## config.mk

```make
export PLATFORM = sky130hd
export DESIGN_NAME = aer_arith_env_regs
export DESIGN_NICKNAME = d
export VERILOG_FILES = /design/src/verilog/aer_pkg.sv /design/src/verilog/aer_arith_env_regs.sv /design/src/verilog/aer_exc_eval.sv
export SDC_FILE = /design/constraint.sdc
export NUM_CORES = 1
export LEC_CHECK = 0
export ABC_AREA = 1
export BUFFER_PORTS_ARGS = -buffer_cell sky130_fd_sc_hd__buf_2
export CORE_MARGIN = 1
export CORE_UTILIZATION = 51
export CTS_CLUSTER_SIZE = 30
export DETAILED_ROUTE_END_ITERATION = 6
export PLACE_DENSITY = 0.83
export SKIP_LAST_GASP = 1
export SYNTH_ARGS = -nofsm -noshare
export SYNTH_HDL_FRONTEND = slang
export SYNTH_HIERARCHICAL = 1
export SYNTH_SLANG_ARGS = --single-unit
```

## constraint.sdc

```tcl
create_clock -name sys_clk_i -period 2.5 [get_ports sys_clk_i]
set_clock_uncertainty 0.05 [all_clocks]
set_input_delay 0.625 -clock sys_clk_i [delete_from_list [all_inputs] [get_ports sys_clk_i]]
set_output_delay 0.625 -clock sys_clk_i [all_outputs]
set_load 0.005 [all_outputs]
```

## src/verilog/aer_pkg.sv

```systemverilog
package aer_pkg;

  // special register numbers
  localparam logic [7:0] ADDR_BYTE_PTR   = 8'h85;
  localparam logic [7:0] ADDR_FUNNEL_CNT = 8'h86;
  localparam logic [7:0] ADDR_COUNT_LEFT = 8'h87;
  localparam logic [7:0] ADDR_FLOAT_ENV  = 8'ha0;
  localparam logic [7:0] ADDR_INT_ENV    = 8'ha1;
  localparam logic [7:0] ADDR_FLOAT_STAT = 8'ha2;

  // aliased field widths
  localparam int BYTE_PTR_W   = 2;
  localparam int FUNNEL_CNT_W = 5;
  localparam int COUNT_LEFT_W = 8;

  // positions of the aliased fields inside the alu status word
  localparam int ALU_BYTE_PTR_LSB   = 5;
  localparam int ALU_FUNNEL_CNT_LSB = 0;

  // floating-point exception index, shared by masks, causes and sticky bits
  localparam int EXC_W        = 6;
  localparam int EXC_INVALID  = 0;
  localparam int EXC_RES_OPND = 1;
  localparam int EXC_OVERFLOW = 2;
  localparam int EXC_UNDERFLW = 3;
  localparam int EXC_INEXACT  = 4;
  localparam int EXC_DIVZERO  = 5;

  // float environment layout
  localparam int FENV_W        = 9;
  localparam int FENV_MASK_LSB = 0;
  localparam int FENV_RND_LSB  = 6;
  localparam int FENV_RND_W    = 2;
  localparam int FENV_FAST_BIT = 8;
  localparam logic [FENV_W-1:0] FENV_RST = 9'h000;

  // integer environment layout
  localparam int IENV_W       = 2;
  localparam int IENV_MUL_BIT = 0;
  localparam int IENV_DIV_BIT = 1;
  localparam logic [IENV_W-1:0] IENV_RST = 2'h0;

  // float status layout
  localparam int FSTAT_STICKY_LSB = 0;
  localparam int FSTAT_TRAP_LSB   = 8;
  localparam logic [EXC_W-1:0] FSTAT_RST = 6'h00;

  typedef enum logic [1:0] {
    AER_RND_NEAREST = 2'h0,
    AER_RND_MINUS   = 2'h1,
    AER_RND_PLUS    = 2'h2,
    AER_RND_ZERO    = 2'h3
  } aer_round_e;

endpackage
```

## src/verilog/aer_arith_env_regs.sv

```systemverilog
`timescale 1ns/1ps
// Notes on behaviour
// - byte pointer alias writes only pointer field
// - funnel count alias writes only count field
// - count-remaining alias writes only channel count
// - fast float bit enables relaxed fast mode
// - rounding field selects default rounding mode
// - unmasked divide by zero raises fp trap
// - unmasked inexact result raises fp trap
// - unmasked underflow raises fp trap
// - unmasked overflow raises fp trap
// - unmasked reserved operand raises fp trap
// - unmasked invalid operation raises fp trap
// - unmasked divide overflow raises range trap
// - integer divide by zero always traps
// - unmasked multiply overflow raises range trap
// - cause bits change only on fp trap or status write
// - cause set regardless of its own mask
// - inapplicable cause bits cleared on trap
// - sticky set when masked, cleared by write
// - masked sticky set even when others trap
// - cause bit positions thirteen down to eight
// - sticky bit positions five down to zero
// - pointer and funnel aliases steer to alu status fields, count-remaining to channel count
module aer_arith_env_regs #(
  parameter int DATA_W = 32
) (
  input  wire logic                      sys_clk_i,
  input  wire logic                      rst_b_i,
  input  wire logic                      ce_i,
  // special register moves
  input  wire logic                      spr_wr_i,
  input  wire logic                      spr_rd_i,
  input  wire logic [7:0]                spr_addr_i,
  input  wire logic [DATA_W-1:0]         spr_wdata_i,
  output logic      [DATA_W-1:0]         spr_rdata_o,
  output logic                           spr_rd_valid_o,
  // live fields held by the alu status and channel control words
  input  wire logic [aer_pkg::BYTE_PTR_W-1:0]   alu_byte_ptr_i,
  input  wire logic [aer_pkg::FUNNEL_CNT_W-1:0] alu_funnel_cnt_i,
  input  wire logic [aer_pkg::COUNT_LEFT_W-1:0] chan_count_left_i,
  output logic                           byte_ptr_wr_o,
  output logic [aer_pkg::BYTE_PTR_W-1:0] byte_ptr_o,
  output logic                           funnel_cnt_wr_o,
  output logic [aer_pkg::FUNNEL_CNT_W-1:0] funnel_cnt_o,
  output logic                           count_left_wr_o,
  output logic [aer_pkg::COUNT_LEFT_W-1:0] count_left_o,
  // floating-point unit controls and reports
  output logic                           fast_float_o,
  output logic [aer_pkg::FENV_RND_W-1:0] fp_round_mode_o,
  input  wire logic                      fp_op_valid_i,
  input  wire logic [aer_pkg::EXC_W-1:0] fp_exc_i,
  output logic                           fp_trap_o,
  // integer unit reports
  input  wire logic                      int_op_valid_i,
  input  wire logic                      int_div_i,
  input  wire logic                      int_mul_i,
  input  wire logic                      int_overflow_i,
  input  wire logic                      int_div_zero_i,
  output logic                           range_trap_o
);

  logic [aer_pkg::FENV_W-1:0] fenv_r;
  logic [aer_pkg::IENV_W-1:0] ienv_r;
  logic [aer_pkg::EXC_W-1:0]  trap_flag_r;
  logic [aer_pkg::EXC_W-1:0]  sticky_r;
  logic [aer_pkg::EXC_W-1:0]  fp_mask;
  logic                       fp_trap_req;
  logic [aer_pkg::EXC_W-1:0]  fp_cause;
  logic [aer_pkg::EXC_W-1:0]  fp_sticky_set;
  logic                       int_trap_req;
  logic                       wr_bp;
  logic                       wr_fc;
  logic                       wr_cr;
  logic                       wr_fenv;
  logic                       wr_ienv;
  logic                       wr_fstat;
  logic [DATA_W-1:0]          rd_mux;

  assign wr_bp    = spr_wr_i && (spr_addr_i == aer_pkg::ADDR_BYTE_PTR);
  assign wr_fc    = spr_wr_i && (spr_addr_i == aer_pkg::ADDR_FUNNEL_CNT);
  assign wr_cr    = spr_wr_i && (spr_addr_i == aer_pkg::ADDR_COUNT_LEFT);
  assign wr_fenv  = spr_wr_i && (spr_addr_i == aer_pkg::ADDR_FLOAT_ENV);
  assign wr_ienv  = spr_wr_i && (spr_addr_i == aer_pkg::ADDR_INT_ENV);
  assign wr_fstat = spr_wr_i && (spr_addr_i == aer_pkg::ADDR_FLOAT_STAT);

  assign fp_mask = fenv_r[aer_pkg::FENV_MASK_LSB +: aer_pkg::EXC_W];

  aer_exc_eval #(
    .W (aer_pkg::EXC_W)
  ) u_exc_eval (
    .valid_i      (fp_op_valid_i),
    .exc_i        (fp_exc_i),
    .mask_i       (fp_mask),
    .trap_o       (fp_trap_req),
    .cause_o      (fp_cause),
    .sticky_set_o (fp_sticky_set)
  );

  // zero divisor traps whatever the mask says
  assign int_trap_req = int_op_valid_i && (
      (int_div_i && int_div_zero_i) ||
      (int_div_i && int_overflow_i &&
       !ienv_r[aer_pkg::IENV_DIV_BIT]) ||
      (int_mul_i && int_overflow_i &&
       !ienv_r[aer_pkg::IENV_MUL_BIT]));

  // alias writes: only the addressed field is sent to its owner
  always_ff @(posedge sys_clk_i) begin
    if (!rst_b_i) begin
      byte_ptr_wr_o   <= 1'b0;
      funnel_cnt_wr_o <= 1'b0;
      count_left_wr_o <= 1'b0;
    end else if (ce_i) begin
      byte_ptr_wr_o   <= wr_bp;
      funnel_cnt_wr_o <= wr_fc;
      count_left_wr_o <= wr_cr;
    end
  end

  always_ff @(posedge sys_clk_i) begin
    if (!rst_b_i) begin
      byte_ptr_o   <= '0;
      funnel_cnt_o <= '0;
      count_left_o <= '0;
    end else if (ce_i) begin
      if (wr_bp) begin
        byte_ptr_o <= spr_wdata_i[aer_pkg::BYTE_PTR_W-1:0];
      end
      if (wr_fc) begin
        funnel_cnt_o <= spr_wdata_i[aer_pkg::FUNNEL_CNT_W-1:0];
      end
      if (wr_cr) begin
        count_left_o <= spr_wdata_i[aer_pkg::COUNT_LEFT_W-1:0];
      end
    end
  end

  // environment registers; bits above the fields are dropped
  always_ff @(posedge sys_clk_i) begin
    if (!rst_b_i) begin
      fenv_r <= aer_pkg::FENV_RST;
    end else if (ce_i && wr_fenv) begin
      fenv_r <= spr_wdata_i[aer_pkg::FENV_W-1:0];
    end
  end

  always_ff @(posedge sys_clk_i) begin
    if (!rst_b_i) begin
      ienv_r <= aer_pkg::IENV_RST;
    end else if (ce_i && wr_ienv) begin
      ienv_r <= spr_wdata_i[aer_pkg::IENV_W-1:0];
    end
  end

  assign fast_float_o    = fenv_r[aer_pkg::FENV_FAST_BIT];
  assign fp_round_mode_o =
      fenv_r[aer_pkg::FENV_RND_LSB +: aer_pkg::FENV_RND_W];

  // a trap in the same cycle as a software write wins the cause bits
  always_ff @(posedge sys_clk_i) begin
    if (!rst_b_i) begin
      trap_flag_r <= aer_pkg::FSTAT_RST;
    end else if (ce_i) begin
      if (fp_trap_req) begin
        trap_flag_r <= fp_cause;
      end else if (wr_fstat) begin
        trap_flag_r <=
            spr_wdata_i[aer_pkg::FSTAT_TRAP_LSB +: aer_pkg::EXC_W];
      end
    end
  end

  // set beats clear so an event in the clearing cycle survives
  always_ff @(posedge sys_clk_i) begin
    if (!rst_b_i) begin
      sticky_r <= aer_pkg::FSTAT_RST;
    end else if (ce_i) begin
      if (wr_fstat) begin
        sticky_r <= spr_wdata_i[aer_pkg::FSTAT_STICKY_LSB +:
                                aer_pkg::EXC_W] | fp_sticky_set;
      end else begin
        sticky_r <= sticky_r | fp_sticky_set;
      end
    end
  end

  always_ff @(posedge sys_clk_i) begin
    if (!rst_b_i) begin
      fp_trap_o    <= 1'b0;
      range_trap_o <= 1'b0;
    end else if (ce_i) begin
      fp_trap_o    <= fp_trap_req;
      range_trap_o <= int_trap_req;
    end
  end

  // read side; aliases show the live owner fields, not a stale copy
  always_comb begin
    rd_mux = '0;
    case (spr_addr_i)
      aer_pkg::ADDR_BYTE_PTR: begin
        rd_mux[aer_pkg::BYTE_PTR_W-1:0] = alu_byte_ptr_i;
      end
      aer_pkg::ADDR_FUNNEL_CNT: begin
        rd_mux[aer_pkg::FUNNEL_CNT_W-1:0] = alu_funnel_cnt_i;
      end
      aer_pkg::ADDR_COUNT_LEFT: begin
        rd_mux[aer_pkg::COUNT_LEFT_W-1:0] = chan_count_left_i;
      end
      aer_pkg::ADDR_FLOAT_ENV: begin
        rd_mux[aer_pkg::FENV_W-1:0] = fenv_r;
      end
      aer_pkg::ADDR_INT_ENV: begin
        rd_mux[aer_pkg::IENV_W-1:0] = ienv_r;
      end
      aer_pkg::ADDR_FLOAT_STAT: begin
        rd_mux[aer_pkg::FSTAT_TRAP_LSB +: aer_pkg::EXC_W] = trap_flag_r;
        rd_mux[aer_pkg::FSTAT_STICKY_LSB +: aer_pkg::EXC_W] = sticky_r;
      end
      default: begin
        rd_mux = '0;
      end
    endcase
  end

  always_ff @(posedge sys_clk_i) begin
    if (!rst_b_i) begin
      spr_rdata_o    <= '0;
      spr_rd_valid_o <= 1'b0;
    end else if (ce_i) begin
      spr_rd_valid_o <= spr_rd_i;
      if (spr_rd_i) begin
        spr_rdata_o <= rd_mux;
      end
    end
  end
endmodule // aer_arith_env_regs

```

## src/verilog/aer_exc_eval.sv

```systemverilog
`timescale 1ns/1ps
// splits one operation's exception set into trap, causes and sticky sets
module aer_exc_eval #(
  parameter int W = 6
) (
  input  wire logic         valid_i,
  input  wire logic [W-1:0] exc_i,
  input  wire logic [W-1:0] mask_i,
  output logic              trap_o,
  output logic [W-1:0]      cause_o,
  output logic [W-1:0]      sticky_set_o
);

  // any unmasked condition traps; causes report all conditions
  assign trap_o       = valid_i && (|(exc_i & ~mask_i));
  assign cause_o      = exc_i;
  // masked conditions go sticky even when a sibling traps
  assign sticky_set_o = valid_i ? (exc_i & mask_i) : '0;

endmodule // aer_exc_eval

```

==> results.json <==
{
  "first_iter_violations": 184,
  "grt_pass1_wl_mm": 11.5,
  "cp.arrival_ns": 1.89,
  "die_w_um": 78.6,
  "final_hold_viol_count": 0,
  "grt_use_total_pct": 24.0,
  "n_antenna_cell": 0,
  "maxCapViolations": 0,
  "clk_path_buf_depth": 2,
  "min_path_cells": 2,
  "fill_cells": 538,
  "die-area_um2": 6170,
  "power_density_nw_per_um2": 551,
  "ys_seq_elements": 58,
  "synthMuxAreaShare_pct": 2.01,
  "cp_max_fo": 12,
  "critical_path_class": "input pin to register",
  "hold_path_class": "register to register",
  "cts.sinks": 58,
  "synth_edf_count": 0,
  "synth_top_family_by_area": "simple AND/OR/NAND/NOR gates",
  "rr_worst_depth": 9,
  "drive_gt1_share_pct": 27.5,
  "drt-total-wl_mm": 7.21,
  "cts_tree": "done",
  "fmax_ghz": 0.599,
  "grt_pass1_vias": 2569,
  "first_pass_iters": 5,
  "cts.clk_slew.worst_paths_ns": 0.07,
  "finalMaxSlewViolations": 0,
  "netlist_instances": 416,
  "required_ns": 2.72,
  "hold_start": "count_left_o[6]",
  "vias": 2892,
  "min_to": "count_left_o[6]",
  "fin_crit_sh_pct": 66.8,
  "setup_tns_ns": 0,
  "antenna_found_initial": 0,
  "synth_warnings": 6,
  "place_congestion": 0.892,
  "initial_core_util_pct": 53.6,
  "grt_overflow": 0,
  "synth_area_um2": 2990,
  "cts_made_buffers": 9,
  "ys_types": 30,
  "drt-vias-per-instance": 5.04,
  "core_area_um2": 5570,
  "io_pins": 128,
  "post_cts_buffers": 0,
  "yosysMostFrequentCell": "inv_1",
  "p_leak_nw": 1.75,
  "ir_drop_uv": 349,
  "async_flop_share_pct": 0,
  "grt_max_degree": 28,
  "ys.flop_type": "dfxtp_1",
  "synth_compound_area_share_pct": 19.6,
  "hold_ws_ns": 0.396,
  "ctsResizeCount": 0,
  "synth_top_area_cell": "dfxtp_1",
  "synth_area_leaders": "dfxtp_1, a21oi_1, inv_1, nand2_1, buf_4",
  "syn_to_final_growth_pct": 17.4,
  "status": "finished clean",
  "ant_nets": 0,
  "avgRoutedWirePerCell_um": 12.6,
  "rsz0062_at_grt": "no",
  "start_kind": "input pin",
  "root_buffer": "clkbuf_8",
  "avgSynthCellArea_um2": 7.19,
  "ys_top_cells_by_count": "inv_1, nand2_1, dfxtp_1",
  "synthAdderAreaFrac_pct": 0,
  "final-setup-viol-count": 0,
  "ctsHoldBuffers": 0,
  "nets": 569,
  "rows": 27,
  "clock_latency_ns": 0.34,
  "placement.io_buffers": 91,
  "synth_top_area_share_pct": 38.8,
  "synthXorXnorAreaFrac_pct": 0,
  "chipHeight_um": 78.6,
  "endpoint_kind": "register",
  "drc": 0,
  "layout_min_cycle_time_ns": 1.67,
  "htreeDepth": 3,
  "r2r_start": "fenv_r[4]",
  "synth-seq-area-share_pct": 38.8,
  "r2r_slack_ns": 0.99,
  "synth-simple-area-share_pct": 20.5,
  "regToRegEndpoint": "trap_flag_r[3]",
  "dp_hpwl_mm": 5.41
}
-- cell usage in the layout, fill, tap and decap left out, types with 5 or more instances in the layout --
| cell | count |
|---|---|
| buf_2 | 91 |
| inv_1 | 61 |
| nand2_1 | 59 |
| dfxtp_1 | 58 |
| a21oi_1 | 48 |
| o21ai_0 | 39 |
| nand3_1 | 27 |
| o21ai_1 | 22 |
| nor2_1 | 20 |
| conb_1 | 18 |
| clkbuf_8 | 11 |
| inv_2 | 6 |
| nand2_2 | 6 |
| mux2i_1 | 6 |
| nor2_4 | 5 |
| buf_4 | 5 |
-- report_power, final --
part           switching [mW]  leakage [nW]  total, mW  internal, mW
Clock                   0.374        0.0988      0.782         0.408
Sequential            0.00985         0.471      0.954         0.944
Combinational           0.121          1.18      0.198        0.0771
-- stage by stage --
stage | util (%) | instances | power (mW) | setup WS, ns | cell area (um2)
after floorplan | - | 433 | 1.11 | 0.783 | 3050
after global placement | 59.7 | 558 | 1.16 | 0.534 | 3330
after detailed placement | 59.7 | 558 | 1.17 | 0.496 | 3330
after CTS | 63.0 | 574 | 1.95 | 0.866 | 3510
after global routing | 63.0 | 574 | 2.03 | 0.685 | 3510
final | 63.0 | 574 | 1.93 | 0.829 | 3510
-- sequential cells by signal, summed over array words and instances, names as in the netlist, 2 cells and up --
name and flops:
count_left_o 8, ienv_r 2, byte_ptr_o 2, fenv_r 9, funnel_cnt_o 5, trap_flag_r 6, sticky_r 6, spr_rdata_o 14
-- critical path: stages --
cell,delay [ns]
buf_2,0.10
inv_2,0.04
nand2_2,0.08
nor2_4,0.32
nand3_4,0.23
nand2_2,0.24
o21ai_1,0.10
a21oi_1,0.15
-- routing by layer --
metal	GRT usage (%)	wire length, um
met1	30.3	3170
met2	37.5	3320
met3	6.40	537
met4	12.2	176
met5	0	0
-- worst max path at each step --
| stage | from | to | slack [ns] | depth (start not counted) |
|---|---|---|---|---|
| 5_1_grt | spr_addr_i[3] | funnel_cnt_o[4] | 0.69 | 7 |
| 4_1_cts | spr_addr_i[3] | funnel_cnt_o[4] | 0.87 | 7 |
| 6_report | spr_addr_i[6] | trap_flag_r[3] | 0.83 | 8 |
| 3_3_place_gp | spr_addr_i[3] | funnel_cnt_o[4] | 0.53 | 7 |
| 2_1_floorplan | fp_exc_i[5] | trap_flag_r[3] | 0.78 | 10 |
| 3_5_place_dp | spr_addr_i[3] | funnel_cnt_o[4] | 0.50 | 7 |
-- area by class of cell --
class | count | area, um2 | share of cell area (%)
multi-input cells | 264 | 1330 | 37.8
flip-flops and latches | 58 | 1160 | 33.1
repair buffers | 96 | 493 | 14.0
inverters | 68 | 258 | 7.34
clock buffers | 11 | 151 | 4.31
well taps | 72 | 90.1 | 2.57
clock inverters | 5 | 28.8 | 0.820
-- kinds of logic (layout without fill, tap and decap cells) --
kind of cell,count (synthesis),after routing
simple gates,126,126
buf+inv,111,180
flops,58,58
compound gates,114,114
mux,6,6
other cells,1,18
(Power assumes the default switching activity.)
